File: src/pkg/uart_rx_pkg.sv
// constants and types shared by the asynchronous receive front end
package uart_rx_pkg;

  // samples per bit and centre voting window
  localparam logic [4:0] SPB_NORMAL        = 5'h10;
  localparam logic [4:0] SPB_DOUBLE        = 5'h08;
  localparam logic [4:0] VOTE_FIRST_NORMAL = 5'h08;
  localparam logic [4:0] VOTE_FIRST_DOUBLE = 5'h04;
  localparam logic [4:0] VOTE_SPAN         = 5'h02;
  // double speed releases the stop bit one sample after its last vote
  localparam logic [4:0] STOP_EXIT_DOUBLE  = 5'h07;
  localparam logic [4:0] FIRST_SAMPLE      = 5'h01;

  // frame geometry: data plus parity bits, 5 to 10
  localparam int         MAX_BITS   = 10;
  localparam logic [3:0] MAX_BITS_W = 4'ha;
  localparam int         WORD_W     = MAX_BITS + 1;
  localparam int         FIFO_DEPTH = 16;

  typedef enum logic [3:0] {
    PH_IDLE  = 4'h1,
    PH_START = 4'h2,
    PH_DATA  = 4'h4,
    PH_STOP  = 4'h8
  } phase_t;

  typedef struct packed {
    phase_t              phase;
    logic [4:0]          sampleCnt;
    logic [3:0]          bitIdx;
    logic [1:0]          votes;
    logic [MAX_BITS-1:0] shift;
    logic                prevRx;
    logic                dbl;
    logic [3:0]          len;
    logic                pendValid;
    logic [WORD_W-1:0]   pendWord;
    logic                overrun;
    logic                outValid;
    logic [MAX_BITS-1:0] outData;
    logic                outFerr;
  } rx_state_t;

  localparam rx_state_t RX_RESET = '{phase: PH_IDLE, default: '0};

endpackage

File: src/logic/rx_fifo.sv
// synchronous fifo with valid/ready on both sides
`timescale 1ns/100ps
`default_nettype none
module rx_fifo #(
  parameter int WIDTH = 11,
  parameter int DEPTH = 16
) (
  // clock and reset
  input  wire logic             clk_sys,
  input  wire logic             reset_n,
  // fill side
  input  wire logic             inValid,
  output logic                  inReady,
  input  wire logic [WIDTH-1:0] inData,
  // drain side
  output logic                  outValid,
  input  wire logic             outReady,
  output logic [WIDTH-1:0]      outData
);
  localparam int PW = $clog2(DEPTH);
  localparam int CW = $clog2(DEPTH + 1);
  localparam logic [CW-1:0] FULL_CNT = CW'(DEPTH);

  typedef struct packed {
    logic [DEPTH-1:0][WIDTH-1:0] mem;
    logic [PW-1:0]               wrPtr;
    logic [PW-1:0]               rdPtr;
    logic [CW-1:0]               count;
  } fifo_state_t;

  fifo_state_t q;
  fifo_state_t d;
  logic        doWrite;
  logic        doRead;

  assign inReady  = (q.count != FULL_CNT);
  assign outValid = (q.count != '0);
  assign outData  = q.mem[q.rdPtr];
  assign doWrite  = inValid && inReady;
  assign doRead   = outValid && outReady;

  always_comb begin
    d = q;
    if (doWrite) begin
      d.mem[q.wrPtr] = inData;
      d.wrPtr        = (q.wrPtr == PW'(DEPTH - 1)) ? '0 : q.wrPtr + 1'b1;
    end
    if (doRead) begin
      d.rdPtr = (q.rdPtr == PW'(DEPTH - 1)) ? '0 : q.rdPtr + 1'b1;
    end
    case ({doWrite, doRead})
      2'b10:   d.count = q.count + 1'b1;
      2'b01:   d.count = q.count - 1'b1;
      default: d.count = q.count;
    endcase
  end

  always_ff @(posedge clk_sys) begin
    if (!reset_n) begin
      q <= '0;
    end else begin
      q <= d;
    end
  end

endmodule // rx_fifo
`default_nettype wire

File: src/logic/uart_async_rx_recovery.sv
// asynchronous receive clock and data recovery with frame buffer
// Operation
// the line is sampled at 16 samples per bit normally and 8 per bit in double speed.
// a high to low fall of the idle line starts detection, that first low sample being number one.
// start validity is voted on samples 8, 9, 10 normally and 4, 5, 6 in double speed.
// two or more high votes reject the start as noise and the hunt for a falling edge resumes.
// bit timing restarts at every valid start bit and data recovery begins only afterwards.
// recovery steps one state per sample, each sample numbered by its state within the bit.
// each bit value is the majority of its three centre samples.
// bits are recovered up to the first stop bit and later stop bits are ignored.
// the first stop bit is voted the same way and a zero sets the frame error flag.
// normally a new edge is accepted right after the last stop vote, later in double speed.
// incoming rates between the slow and fast ratio limits set by the first vote sample are tolerated.
// transmitter and receiver should each keep their rate error within half the total tolerance.
// state advances only on sample ticks from the baud generator and reset returns to the hunt.
`timescale 1ns/100ps
`default_nettype none
module uart_async_rx_recovery (
  // clock and reset
  input  wire logic        clk_sys,
  input  wire logic        reset_n,
  // baud generator and configuration
  input  wire logic        sampleTick,
  input  wire logic        doubleSpeedSelect,
  input  wire logic [3:0]  frameBits,
  // serial line
  input  wire logic        rxLine,
  // received words
  output logic             rxValid,
  input  wire logic        rxReady,
  output logic [9:0]       rxData,
  output logic             frameErrorFlag,
  output logic             overrunPulse
);

  uart_rx_pkg::rx_state_t q;
  uart_rx_pkg::rx_state_t d;

  logic [4:0]                      spb;
  logic [4:0]                      voteFirst;
  logic [4:0]                      voteLast;
  logic                            centreMaj;
  logic                            fifoInReady;
  logic                            fifoOutValid;
  logic                            fifoOutReady;
  logic [uart_rx_pkg::WORD_W-1:0]  fifoOutData;
  logic [9:0]                      aligned;
  logic                            blocked;

  // mode is latched per frame so a mid-frame change cannot skew timing
  // samples per bit
  assign spb       = q.dbl ? uart_rx_pkg::SPB_DOUBLE : uart_rx_pkg::SPB_NORMAL;
  // centre window
  assign voteFirst = q.dbl ? uart_rx_pkg::VOTE_FIRST_DOUBLE : uart_rx_pkg::VOTE_FIRST_NORMAL;
  // vote window sets range
  assign voteLast  = voteFirst + uart_rx_pkg::VOTE_SPAN;
  // two of three
  assign centreMaj = (q.votes[0] & q.votes[1]) | (q.votes[0] & rxLine) | (q.votes[1] & rxLine);
  // lsb arrives first, so short frames sit high in the shifter
  assign aligned   = q.shift >> (uart_rx_pkg::MAX_BITS_W - q.len);
  assign blocked   = q.pendValid && !fifoInReady;
  assign fifoOutReady = !q.outValid || rxReady;

  rx_fifo #(
    .WIDTH (uart_rx_pkg::WORD_W),
    .DEPTH (uart_rx_pkg::FIFO_DEPTH)
  ) u_fifo (
    .clk_sys  (clk_sys),
    .reset_n  (reset_n),
    .inValid  (q.pendValid),
    .inReady  (fifoInReady),
    .inData   (q.pendWord),
    .outValid (fifoOutValid),
    .outReady (fifoOutReady),
    .outData  (fifoOutData)
  );

  always_comb begin
    d = q;
    d.overrun = 1'b0;
    if (q.pendValid && fifoInReady) begin
      d.pendValid = 1'b0;
    end
    if (fifoOutValid && fifoOutReady) begin
      d.outValid = 1'b1;
      d.outData  = fifoOutData[9:0];
      d.outFerr  = fifoOutData[10];
    end else if (rxReady) begin
      d.outValid = 1'b0;
    end
    // tick gated
    if (sampleTick) begin
      d.prevRx = rxLine;
      case (q.phase)
        uart_rx_pkg::PH_IDLE: begin
          // falling edge
          if (q.prevRx && !rxLine) begin
            d.phase     = uart_rx_pkg::PH_START;
            // counter names the sample the next tick takes
            d.sampleCnt = uart_rx_pkg::FIRST_SAMPLE + 5'h01;
            d.dbl       = doubleSpeedSelect;
            d.len       = frameBits;
          end
        end
        uart_rx_pkg::PH_START: begin
          // one state per sample
          d.sampleCnt = q.sampleCnt + 5'h01;
          if (q.sampleCnt == voteFirst) begin
            d.votes[0] = rxLine;
          end
          if (q.sampleCnt == voteFirst + 5'h01) begin
            d.votes[1] = rxLine;
          end
          if (q.sampleCnt == voteLast && centreMaj) begin
            // noise rejected
            d.phase = uart_rx_pkg::PH_IDLE;
          end else if (q.sampleCnt == spb) begin
            // resync to start
            d.phase     = uart_rx_pkg::PH_DATA;
            d.sampleCnt = uart_rx_pkg::FIRST_SAMPLE;
            d.bitIdx    = 4'h0;
          end
        end
        uart_rx_pkg::PH_DATA: begin
          d.sampleCnt = q.sampleCnt + 5'h01;
          if (q.sampleCnt == voteFirst) begin
            d.votes[0] = rxLine;
          end
          if (q.sampleCnt == voteFirst + 5'h01) begin
            d.votes[1] = rxLine;
          end
          // bit decided
          if (q.sampleCnt == voteLast) begin
            d.shift = {centreMaj, q.shift[9:1]};
          end
          if (q.sampleCnt == spb) begin
            d.sampleCnt = uart_rx_pkg::FIRST_SAMPLE;
            // stop after data
            if (q.bitIdx == q.len - 4'h1) begin
              d.phase = uart_rx_pkg::PH_STOP;
            end else begin
              d.bitIdx = q.bitIdx + 4'h1;
            end
          end
        end
        uart_rx_pkg::PH_STOP: begin
          d.sampleCnt = q.sampleCnt + 5'h01;
          if (q.sampleCnt == voteFirst) begin
            d.votes[0] = rxLine;
          end
          if (q.sampleCnt == voteFirst + 5'h01) begin
            d.votes[1] = rxLine;
          end
          if (q.sampleCnt == voteLast) begin
            // stop vote sets frame error
            if (blocked) begin
              d.overrun = 1'b1;
            end else begin
              d.pendValid = 1'b1;
              d.pendWord  = {!centreMaj, aligned};
            end
            // normal: hunt right away
            if (!q.dbl) begin
              d.phase = uart_rx_pkg::PH_IDLE;
            end
          end
          // double speed exit later
          if (q.dbl && q.sampleCnt == uart_rx_pkg::STOP_EXIT_DOUBLE) begin
            d.phase = uart_rx_pkg::PH_IDLE;
          end
        end
        default: d.phase = uart_rx_pkg::PH_IDLE;
      endcase
    end
  end

  // reset to hunt
  always_ff @(posedge clk_sys) begin
    if (!reset_n) begin
      q <= uart_rx_pkg::RX_RESET;
    end else begin
      q <= d;
    end
  end

  assign rxValid        = q.outValid;
  assign rxData         = q.outData;
  assign frameErrorFlag = q.outFerr;
  assign overrunPulse   = q.overrun;
endmodule // uart_async_rx_recovery
`default_nettype wire

File: config.mk
export PLATFORM = sky130hd
export DESIGN_NAME = uart_async_rx_recovery
export DESIGN_NICKNAME = d
export VERILOG_FILES = /design/src/pkg/uart_rx_pkg.sv /design/src/logic/rx_fifo.sv /design/src/logic/uart_async_rx_recovery.sv
export SDC_FILE = /design/constraint.sdc
export NUM_CORES = 1
export LEC_CHECK = 0
export BUFFER_PORTS_ARGS = -buffer_cell sky130_fd_sc_hd__buf_2
export CORE_MARGIN = 10
export CORE_UTILIZATION = 57
export DETAILED_ROUTE_END_ITERATION = 6
export PLACE_DENSITY = 0.76
export SYNTH_ARGS = -nofsm -noshare
export SYNTH_HDL_FRONTEND = slang
export SYNTH_SLANG_ARGS = --single-unit
File: constraint.sdc
create_clock -name clk_sys -period 3.6 [get_ports clk_sys]
set_clock_uncertainty 0.2 [all_clocks]
set_input_delay 0 -clock clk_sys [delete_from_list [all_inputs] [get_ports clk_sys]]
set_output_delay 0 -clock clk_sys [all_outputs]
set_load 0.05 [all_outputs]
======== After elaboration in Yosys (flattened, before gate mapping) ========
Index checks and enable logic that the tools add are counted.
W data, S select, Z words.
word-level totals
  bits in registers ....................... 245
  output and inout port bits .............. 13
  word-level logic and storage cells ...... 136
operators by class
  add/sub/neg operators ................... 10
  magnitude comparators ................... 3
  equal/unequal tests ..................... 24
  shifts and indexed selects .............. 1
  muxes and demuxes ....................... 31
  bitwise operators ....................... 6
  reductions and logical operators ........ 27
operator list
  operator               count
  $bwmux W176            1
  $mux W13               5
  $bmux W11 S4           1
  $demux W11 S4          1
  $mux W4                9
  $mux W11               2
  $pmux W5 S4            1
  $mux W9                2
  $pmux W4 S4            1
  $eq A5 B5 Y1           3
  $reduce_and A3 Y1      5
  $add A4 B1 Y4 const B  3
  $eq A4 B4 Y1 const B   3
  $mux W12               1
  $ne A2 B2 Y1 const B   6
  $add A5 B1 Y5 const B  2
  $lt A4 B5 Y1 const B   2
  $pmux W5 S2            1
  $shr A10 B4 Y10        1
  $ne A3 B3 Y1 const B   3
  $pmux W4 S2            1
  $reduce_and A4 Y1      2
  $logic_and A1 B1 Y1    7
  $reduce_and A7 Y1      1
  27 further kinds       38

======== Logic depth before layout (Yosys ltp) ========
Gate-level depths: netlist (run 1).
  word-level depth ........................ 8
  depth in mapped cells ................... 14
  depth with buffers taken out ............ 11

======== Cells and area by module ========
A second synthesis (run 1) with hierarchy kept.
unflattened totals
  cells, all modules ...................... 1122
  area, all modules ....................... 11710.0 um^2
modules (own cells, without submodules)
  module                  times used  cells an instance  area an instance (um^2)  sequential area each (um^2)
  rx_fifo                 1           784                8580.7                   3783.6
  uart_async_rx_recovery  1           338                3129.3                   1121.1

======== Least setup slack after synthesis (run 1) ========
OpenSTA, ideal clock, no wires.
  path kind ............................... register to register
  start point ............................. register u_fifo.q[1] (netlist bit)
  end point ............................... register u_fifo.q[4] (netlist bit)
  arrival time ............................ 3.165 ns
  path slack .............................. 0.107 ns
  stages on the path, launching flop included .. 13
  cells stage by stage .................... dfxtp_1 > clkbuf_1 > or4_1 > o21a_1 > buf_2 > clkbuf_1 > ha_1 > clkbuf_1 > or4b_2 > o32ai_1 > a311o_1 > xnor2_1 > nor2_1
on the way
  longest elaborated chain between the ends .. 4
RTL lines
  item                                                                   RTL line       text
  start: declaration                                                     rx_fifo.sv:31  fifo_state_t q;
  start signal: assignment                                               rx_fifo.sv:60  q <= '0;
  start signal: assignment                                               rx_fifo.sv:62  q <= d;
  parallel branches: the longest is 4 deep, another holds $sub A5 B1 Y5  --
Parallel ways; which one is timed is not known.
A chain may end at the register's enable or synchronous reset.

======== Final worst setup path (run 1) ========
Ends and elaborated chain as after synthesis.

==> run summary, run 1 <==
TritonCTS built the clock tree. The area fraction of the dominant cell type after synthesis was 42.2%; the area of the die was 26500 sq um. The maximum vdd drop is 0.317 mV. Setup repair after global routing left no endpoint under its margin. Across the whole layout, storage elements account for 4910 sq um. Library cell used as clock root buffer: clkbuf_16.

The core footprint was 20200 sq um; the number of flip-flops and latches in the synthesized netlist was 245. The startpoint identified for the worst hold timing path is rxReady. By area the synthesized netlist is led by dfxtp_1 (42%), mux2i_1 (17%), mux4_2 (12%).

During I/O placement, the number of pins put on the boundary was 23. Measured in cells, the most critical reg-to-reg path has a length of 9. The per-instance average area after synthesis came out at 10.3 sq um.

Summing all multi-input logic gate instances after layout gives 6080 sq um. The first global-routing pass estimated 41500 um of wire. The number of buffer cells added on primary ports came out at 22.

The antenna diode instance count is 0. Once layout is complete, the utilization of the core stands at 63.1%. After detailed routing, the number of remaining DRC violations is 0.

After routing, the total negative slack on setup checks comes to 0 ps. Detailed routing inserted a total of 8087 vias. The setup path with the least slack is of type reg2reg.

The worst-case headroom to the max-slew limit came out at 21.8%. The biggest area consumer among synthesized cells is dfxtp_1. The compound-cell area share of the yosys netlist came out at 5.27%. Buffers inserted to repair hold after CTS numbered 20. Ranked by instance count, the synthesized netlist is headed by dfxtp_1 (245), nor2_1 (217), mux2i_1 (198), mux4_2 (61), clkbuf_1 (60). Counting flops with an async set or reset pin after synthesis yields a share of 0%. At the worst endpoint, the arrival time is 3480 ps.

Dividing total power by cell area gives a power density of 518 nW/um^2. The tools report the hold violation count in the final report as 0. Sequential fraction of the synthesis area: 42.2%. The number of vias per cell after detailed routing came out at 5.78. In this run the worst setup path terminates at u_fifo.q[4]. The synthesis-to-finish area growth came out at 9.48%. In this run the register-to-register setup slack is 310 ps. The number of maximum-capacitance violations was 0. The number of flops mapped to enable cells by yosys was 0. Summing all placed instances gives a cell area of 11700 sq um. For this run, the leading register cell type out of synthesis is dfxtp_1. The HPWL after detailed placement is 16100 um. The reg-to-reg endpoint is u_fifo.q[4]. When the netlist entered floorplanning its net count stood at 1154. For the number of instances in the synthesized netlist, the log shows 1128. The average wire length per cell after detail routing is 18.2 um. The detail route stage leaves a number of antenna-violating nets equal to 0. For this block, the routed nets add up to 25400 um of wire. In this run the critical register-to-register path is launched from u_fifo.q[1]. The clock insertion delay at the later pin of the skew report was 540 ps; the synthesized-area fraction occupied by and/or/nand/nor cells was 14.4%. The maximum level of the CTS H-tree is 1.

Along the worst path, the maximum fanout reaches 9. Category of the worst setup path capture point: a flip-flop. The worst hold path belongs to the class in2reg. The tools report the leakage power as 0.00590 uW.

Clock tree synthesis inserted a total of 26 buffers. The fraction of layout cells with a size suffix above 1 was 15.2%; the last weighted congestion value of the routability-driven placer was 0.846. The longest clock path from root to sink contains 3 buffers. The dominant combinational cell family by area after synthesis is multiplexers.

The synthesized netlist devotes 1.81% of its cell area to adder and majority cells. The logs give 76 for the number of distinct standard cells referenced by the synthesized netlist and 57.6% for the initial core utilization. The largest net degree at the start of global routing is 96, and the final-report setup violation count is 0. The number of nets in the layout came out at 1134. The tools report the worst setup path startpoint as u_fifo.q[1].

The post-route minimum period came out at 3290 ps. STA classifies the critical path startpoint as a flip-flop. Yosys printed 0 warnings. The die is 163 um tall.

The horizontal die dimension is 163 um. For the post-layout total power, the log shows 6590 uW. For the worst setup path, the data required time is 3790 ps. The number of setup buffers added after CTS was 0; the filler cell count in the final layout was 1624. Global routing used 19.1% of the available tracks across all layers.

Clock tree synthesis found a total of 245 sinks. For the cell area after synthesis, the log shows 11600 sq um. The quantity of gates resized following cts was 0. The row count is 52.

The clock-pin slew on the worst setup and hold paths came out at 60 ps. For this run the aggregate overflow at the end of global routing stands at 0. For this run, the detailed router's first-pass iteration total came to 5. The run gives 782 as the DRC marker count from the first detailed-route iteration.

The final instance area came out at 12700 sq um. Leading cell type by number of instances after synthesis: dfxtp_1. The final-report max-slew violation count was 0; the initial antenna violation count was 0. Measured against the total synthesized area, the mux share comes to 29.1%. The run gives 7798 as the via count of the first global-routing pass. Timing would allow up to 0.304 GHz. The measured slew at the worst slew-check pin works out to 1170 ps. The flow ran to the end, and the final reports show no timing, DRC or antenna violations.

The final critical path takes up 91.4% of the cycle. The synthesized netlist devotes 1.71% of its cell area to XOR and XNOR gates.
-- worst min path at each step --
| stage | to | slack [ps] | cells after the start |
|---|---|---|---|
| floorplan | q[27] | -60 | 2 |
| global placement | q[29] | 50 | 3 |
| detailed placement | q[28] | 60 | 3 |
| CTS | rxValid | 110 | 4 |
| global route | rxValid | 160 | 4 |
| finish | rxValid | 120 | 4 |
-- critical path: stages (launching register included) --
cell	delay (ps)
dfxtp_1	380
or4_1	550
o21a_1	330
ha_1	290
ha_1	200
or4b_2	600
o32ai_1	250
a311o_1	160
xnor2_1	130
nor2_1	50
-- final cells by class --
type | count | area share (%)
Multi-Input combinational cell | 756 | 47.8
Clock inverter | 9 | 0.443
Sequential cell | 245 | 38.6
Tap cell | 270 | 2.66
Timing Repair Buffer | 66 | 4.05
Inverter | 13 | 0.423
Clock buffer | 39 | 6.05
-- cells by family after synthesis --
kind of cell / after synthesis
flip-flops: 245
buffers and inverters: 127
AND/OR/NAND/NOR: 366
multiplexers: 261
XOR/XNOR: 21
adder cells (fa/ha/maj): 17
AO/OA/AOI/OAI: 91
-- where the power goes --
part / internal (uW) / switching (uW) / leakage, uW
logic: 530 / 543 / 0.00350
clock network: 1470 / 1070 / 0.000416
registers: 2770 / 207 / 0.00198
total: 4770 / 1820 / 0.00590
-- per-layer routing --
layer  track usage [%]  up-vias  wire length, um
li1                  -     3901                -
met4              5.20        0              433
met5                 0        -                0
met3              2.25       33             1320
met1              25.1     3958            11100
met2              32.5      195            12600
-- state kept, by name, indices dropped and copies added (netlist names) --
| register | count |
|---|---|
| u_fifo.q | 189 |
| rxData | 10 |
| rxValid | 1 |
| q | 43 |
| overrunPulse | 1 |
| frameErrorFlag | 1 |
-- stage by stage --
step / instances / hold WS [ps] / worst slack (ps)
after CTS: 1398 / 114 / 301
after detailed placement: 1330 / 60.3 / 329
after floorplan: 1128 / -57.9 / 107
final: 1398 / 123 / 308
after global routing: 1398 / 162 / 125
after global placement: 1330 / 48.4 / 340
-- layout by cell type (no fill, tap or decap), types with 11 or more instances in the layout --
cell,synthesis,final
dfxtp_1,245,243
nor2_1,217,217
mux2i_1,198,198
mux4_2,61,61
nand2_1,59,59
nand3_1,26,26
clkbuf_16,0,26
a21oi_1,25,25
buf_2,16,22
buf_4,27,22
dlygate4sd3_1,0,20
o21ai_0,19,19
ha_1,16,16
inv_1,12,12
xnor2_1,11,11
No activity file was read; power rests on OpenSTA's default activity.
==> inputs of run 2 (changes only) <==
BUFFER_PORTS_ARGS = -buffer_cell sky130_fd_sc_hd__buf_4   (was -buffer_cell sky130_fd_sc_hd__buf_2)
PLACE_DENSITY = unset   (was 0.76)
PLACE_DENSITY_LB_ADDON = 0.1   (was unset)
SLEW_MARGIN = 0   (was unset)
==> run 2 against run 1 <==
  * Register-to-register slack improved by 130 ps
  * Combinational power hardly changed
  * Sequential power is essentially flat
  * Maximum frequency up 4.2%
  * Clock-buffer cell count fell by 4
  * Highest routed layer unchanged
==> run summary, run 2 (synthesized netlist as in run 1, its figures left out) <==
In this run the power density over the cells is 533 nW/um^2. TritonCTS built the clock tree. In this design, the critical path's most frequently occurring cell is ha_1. The placed instances occupy a cell area of 11700 sq um. Total routed wirelength: 24900 um. The tool flagged a number of max-cap violations equal to 0.

The detailed router placed 7954 vias in this run. The cell depth of the worst min-delay path came out at 4. The initial antenna violation count was 0; the vertical die dimension was 163 um. The final critical path takes up 87.8% of the cycle. The worst setup path is launched from a flip-flop. Leaving out fill and tap cells, the most frequent cells in the layout are dfxtp_1 (243), nor2_1 (217), mux2i_1 (198), mux4_2 (61), nand2_1 (59). The maximum level of the CTS H-tree came out at 1. The non-filler instance count after layout was 1394; the maximum buffer depth of the clock tree was 3. Setup violations remaining at the end of the flow were counted as 0. The floorplan has 52 rows.

The post-detailed-placement half-perimeter wirelength is 15900 um. The clock buffer count from CTS was 26. The critical path goes through or4_1 > o21a_1 > ha_1 > ha_1 > or4b_2 > o32ai_1 > a311o_1 > xnor2_1 > nor2_1. Post-route minimum period: 3160 ps.

In this run the count of I/O pins placed on the die edge is 23. The post-layout total power was 6830 uW; the detailed-routing iteration count for the pre-antenna-repair pass was 5. After detailed routing, the number of vias per cell comes to 5.71. The net count of the finished layout is 1131. For this design, the sink count on the clock tree is 245. The worst-case headroom to the max-slew limit is 30.1%, and the post-route worst hold slack is 131 ps. After detailed routing, the number of remaining DRC violations is 0. The synthesis-to-finish area growth is 10.3%, and the wire length of the first global-routing pass is 41700 um. Counting cells, the worst reg-to-reg path comes to 9. For this design the static power due to leakage is 0.00592 uW. The initial core utilization was 57.6%; the final instance area was 12800 sq um. The number of antenna diodes in the final layout is 0. Data on the critical path is required at its endpoint by 3780 ps. The tools report the area of the die as 26500 sq um. The via count of the first global-routing pass is 7771, and the quantity of gates resized following cts is 0. The clock-pin slew on the worst setup and hold paths works out to 60 ps.

Based on the critical path, the design can be clocked at up to 0.316 GHz. The flow ran to the end, and the final reports show no timing, DRC or antenna violations. At the pin with the least slew margin, the transition time is 1050 ps.

Leaving out fill and tap cells, the most frequent cell in the layout is dfxtp_1. The detail route stage leaves a number of antenna-violating nets equal to 0. The cell sitting at the root of the clock tree is a clkbuf_16. The filler cell count in the final layout came out at 1696.

The min-delay analysis places its worst path in the category in2reg. In the global route stage, overall resource usage came out at 19.0%. VDD sags by at most 0.295 mV.

The congestion estimate from routability-driven global placement came to 0.777. Measured along the x axis, the die boundary spans 163 um. The category of the worst setup path capture point is a flip-flop. Setup repair after global routing left no endpoint under its margin. The post-route netlist has 15.1% of its cells at a drive strength greater than 1.

At the later pin of the worst-skew pair, clock insertion delay measures 530 ps. After floorplanning, the core was sized to cover 20200 sq um. The largest net degree at the start of global routing was 129; the total area of multi-input combinational cells was 6080 sq um. The sequential cell area is 4910 sq um, and the final-report max-slew violation count is 0. For this block, the initial DRC count from the detailed router was 477. The number of buffer cells added on primary ports was 22; the delay of the slowest cell on the worst path was 620 ps. The hold violation count in the final report is 0, and the arrival time at the worst endpoint is 3330 ps. The critical path is of the reg2reg type. In the final routed layout, each cell accounts on average for 17.8 um. The register with the most flip-flops in the layout has 189 of them.

For this design, the slowest cell found on the critical path is or4b_2. After global routing the overflow that remains totals 0. Of all nets on the critical path, the largest fanout is 9. For the final routed database, the setup TNS stands at 0 ps. After detailed placement, the design holds a cell count of 1327. Largest register by flop count: u_fifo.q.
[run 2: cell types whose count changed in the layout (fill, tap and decap cells not counted), moves of 2 or more]
cell / previous run / this run
buf_2: 22 / 0
clkbuf_1: 6 / 4
buf_4: 22 / 43
bufinv_16: 0 / 4
clkbuf_8: 7 / 4
buf_12: 2 / 0
[run 2: per-layer routing]
layer  track usage [%]  routed length, um  vias up  share of wire [%]
met5                 0                  0        -                  0
met4              4.10                342        0                1.4
met3              2.22                790       31                3.2
met2              31.0              11800      127                 48
met1              26.5              11900     3890                 48
li1                  -                  -     3906                  -
[run 2: power by group]
part           switching, uW  internal, uW
Combinational            539           527
Clock                   1070          1730
Sequential               203          2770
[run 2: area by class of cell]
| class | count | area share, % |
|---|---|---|
| inverters | 13 | 0.420 |
| clock buffers | 35 | 5.82 |
| multi-input cells | 756 | 47.4 |
| flip-flops and latches | 245 | 38.3 |
| repair buffers | 63 | 4.08 |
| well taps | 270 | 2.64 |
| clock inverters | 12 | 1.27 |
[run 2: worst paths after layout]
| path | start | to | slack (ps) |
|---|---|---|---|
| setup / recovery | u_fifo.q[1] | u_fifo.q[4] | 440 |
| hold / removal | rxReady | rxValid | 130 |
| setup reg to reg | u_fifo.q[1] | u_fifo.q[4] | 440 |
| hold reg to reg | rxData[6] | rxData[6] | 250 |
[run 2: through the flow]
step                worst slack (ps)  util (%)
finish                           440      63.5
global route                     296      63.5
CTS                              450      63.5
detailed placement               464      58.0
global placement                 512      58.0
floorplan                        107         -
[run 2: critical path: cells and delay by family, from the launching register on]
family / cells / cell delay, ps
and+or+nand+nor: 3 / 1230
AOI/OAI and AO/OA: 3 / 640
adders and majority gates: 2 / 450
DFF: 1 / 390
xor gates and xnor gates: 1 / 120
[run 2: timing repair]
| item | in CTS | in global routing |
|---|---|---|
| setup buffers | 0 | 0 |
| hold buffers | 20 | 0 |
| hold endpoints to repair | 49 | 0 |
==> inputs of run 3 (changes only) <==
ABC_AREA = 1   (was unset)
PLACE_DENSITY = 0.81   (was unset)
PLACE_DENSITY_LB_ADDON = unset   (was 0.1)
==> run 3 against run 2 <==
  * Final area down 1.3%
  * Combinational power grew 110%
  * Sequential share of layout area grew 0.49 points
  * Largest cell class unchanged
  * Hold slack got worse by 22 ps
==> run summary, run 3 <==
The detail route stage leaves a number of antenna-violating nets equal to 0. The synthesized netlist devotes 27.3% of its cell area to compound gates. Wires add up to 29300 um. The logs give 9596 for the via count of the first global-routing pass and 1634 for the number of instances in the synthesized netlist. Dividing the detail-routed wire length by the instance count gives 15.6 um. At the placement stage, the worst setup path has a slack of 1050 ps. Of all nets on the critical path, the largest fanout is 10. For the maximum level of the CTS H-tree, the log shows 1.

In this run the static leakage power is 0.00471 uW. The library cell used most frequently in the layout, excluding fill and tap cells, is a21oi_1. The core footprint is 20200 sq um, and the required time at the worst-slack endpoint is 3820 ps. TritonCTS built the clock tree. Net switching is 35.7% of the power. Once routing completed, OpenROAD measured the worst setup slack at 788 ps.

For the final-report setup violation count, the log shows 0. The count of buffers added on input and output ports is 22. The category of the worst setup path capture point is a flip-flop.

Sequential cells account for 38.6% of the total power. Horizontal die dimension: 163 um. The share of power burned in combinational logic came out at 29.5%. Dividing total power by cell area gives a power density of 613 nW/um^2. The synthesized design devotes to its leading area cell type 42.2% of total area. Setup repair after global routing left no endpoint under its margin.

Of all cell types, the one taking the most synthesized area is dfxtp_1. The share of synthesized flip-flops with an asynchronous set or reset came out at 0%. For the net switching power, the log shows 2770 uW. In the synthesized netlist, the cells that appear most often are a21oi_1 (299), o21ai_0 (283), inv_1 (249), dfxtp_1 (245), nand2_1 (145). After detailed routing, the number of vias per cell comes to 5.59.

In this run the tightest slew margin relative to its limit is 44.6%. Hold repair after CTS inserted 16 buffers. IR analysis of the VDD net gives a maximum drop of 0.646 mV. The register with the most flip-flops in the layout has 189 of them. The top cell types in the final layout, fill and taps aside, are a21oi_1 (299), o21ai_0 (283), inv_1 (248), dfxtp_1 (243), nand2_1 (145). The per-instance average area after synthesis is 7.11 sq um.

The first global-routing pass estimated 47500 um of wire. Yosys instantiated no cell more often than a21oi_1. The flow ran to the end, and the final reports show no timing, DRC or antenna violations.

The logs give 0 ps for the accumulated negative setup slack and 1619 for the number of nets in the layout. For the utilization of the core after routing, the log shows 62.7%. The logs give 57.6% for the initial core utilization and 23 for the number of I/O pins.

The run gives 0 as the final-report max-slew violation count. Yosys attributes the largest share of cell area to dfxtp_1 (42%), a21oi_1 (13%), o21ai_0 (12%). The clock sink total came out at 245. The clock buffer count from CTS was 26.

The DRC marker count from the first detailed-route iteration is 1090, and the XOR/XNOR share of the synthesized area is 1.12%. The vertical die dimension was 163 um; the hold violation count in the final report was 0. The maximum buffer depth of the clock tree was 3. The clock network burns 31.9% of the power. The critical path class was reg2reg. Entering global routing, the biggest net connects 81 pins.

The fraction of layout cells with a size suffix above 1 came out at 6.27%. The net count after synthesis is 1660. At the end of routability-driven placement, the weighted congestion stood at 0.857. In the routed design, unresolved DRC markers number 0. The sequential fraction of the synthesis area is 42.2%, and the arrival time at the worst endpoint is 3040 ps. By area, the combinational part of the netlist is dominated by compound AO/OA/AOI/OAI gates.

The post-detailed-placement half-perimeter wirelength came out at 18000 um. Synthesized-area fraction occupied by and/or/nand/nor cells: 14.2%. The number of flip-flops and latches in the synthesized netlist came out at 245. The clock reaches the later pin of the worst-skew pair after 540 ps. Total number of vias: 10500. The root buffer cell chosen for the clock tree is clkbuf_16. Post-route fraction of the period consumed by the critical path: 78.1%. Post-CTS repair changed the size of 0 cells. The global-route usage over all layers is 21.4%.

At the pin with the least slew margin, the transition time is 829 ps. The clock-pin slew on the worst setup and hold paths works out to 60 ps. The synthesis-to-finish area growth is 8.86%, and the met3 track demand over resource in global routing is 2.91%.

The post-route minimum period is 2810 ps. The tightest min-delay check is of the in2reg type. STA classifies the critical path startpoint as a flip-flop.

Of the total synthesized cell area, the portion taken by full adders, half adders and majority gates is 1.72%. The number of setup buffers added after CTS was 0; the initial antenna violation count was 0. The number of warnings issued by yosys was 0. In this run the most used layer during global routing was met2. The run gives 0.356 GHz as the timing-limited maximum frequency.

In the synthesized netlist the dominant register cell turns out to be dfxtp_1. The netlist uses 41 different library cells. Fraction of met2 tracks used by global routing: 36.6%.

The internal power component is 4980 uW, and the area of the die is 26500 sq um. The number of flops mapped to enable cells by yosys was 0; the number of maximum-capacitance violations was 0. The repair_antennas step left the layout with diodes totalling 0. The tools report the detailed-routing iteration count for the pre-antenna-repair pass as 5. Multiplexer cells account for 0.172% of the synthesized area. The floorplan has 52 rows. Ranked by flip-flop count, first place goes to u_fifo.q.

In this run the cell area of the synthesized design comes to 11600 sq um. The met1 demand-to-capacity share in global routing is 27.1%. The total overflow reported by the global router is 0.
-- run 3: changes by cell type after synthesis, sizes merged, moves of 9 or more --
| cell | delta |
|---|---|
| clkbuf | +20 |
| inv | +240 |
| o21ai | +262 |
| nand3 | +97 |
| xnor2 | -9 |
| a21oi | +273 |
| nor2 | -161 |
| o211ai | +19 |
| nand4 | +12 |
| mux2i | -196 |
| mux4 | -61 |
| nand2 | +89 |
-- run 3: kinds of logic (layout without fill, tap and decap cells) --
| group | after synthesis | after routing |
|---|---|---|
| AOI/OAI and AO/OA | 619 | 619 |
| buffers and inverters | 382 | 360 |
| and+or+nand+nor | 356 | 356 |
| DFF | 245 | 245 |
| adders and majority gates | 16 | 16 |
| xor gates and xnor gates | 14 | 14 |
| muxes | 2 | 2 |
-- run 3: through the flow --
step | hold WS, ps | cells | instance area [sq um] | total power (uW)
6_report | 109 | 1882 | 12600 | 7750
5_1_grt | 140 | 1882 | 12600 | 8140
3_5_place_dp | 60.5 | 1819 | 11700 | 5260
3_3_place_gp | 59.3 | 1819 | 11700 | 5220
2_1_floorplan | -14.2 | 1634 | 11600 | 4700
4_1_cts | 98.9 | 1882 | 12600 | 7730
-- run 3: final cells by class --
type	count	area, sq um
fillers	1774	7520
multi-input cells	1007	5170
flip-flops and latches	245	4910
inverters	256	963
clock buffers	38	726
repair buffers	57	480
well taps	270	338
clock inverters	9	58.8
-- run 3: power groups by stage --
stage | clock network (uW) | registers [uW] | logic (uW)
after floorplan | 0 | 2990 | 1710
after global placement | 0 | 3040 | 2180
after detailed placement | 0 | 3050 | 2220
after CTS | 2490 | 2990 | 2250
after global routing | 2600 | 3010 | 2520
final | 2470 | 2990 | 2290
-- run 3: path summary, 6_finish.rpt --
kind / slack (ps) / to / cells past startpoint / start
setup / recovery: 790 / q[29] / 8 / q[54]
hold / removal: 110 / rxValid / 5 / rxReady
setup reg to reg: 790 / q[29] / 8 / q[54]
hold reg to reg: 240 / u_fifo.q[148] / 2 / u_fifo.q[148]
-- run 3: critical path, cell delays in order (launching register included) --
cell	delay (ps)
dfxtp_1	350
nor2_1	130
nand3_1	180
nor2_1	140
clkinv_1	270
o21ai_0	260
dlygate4sd3_1	580
a21oi_1	40
dlygate4sd3_1	550
-- run 3: routing by layer --
layer / wire, um / part of all wire [%]
met5: 0 / 0
met4: 812 / 2.8
met3: 1900 / 6.5
met2: 14000 / 48
met1: 12600 / 43
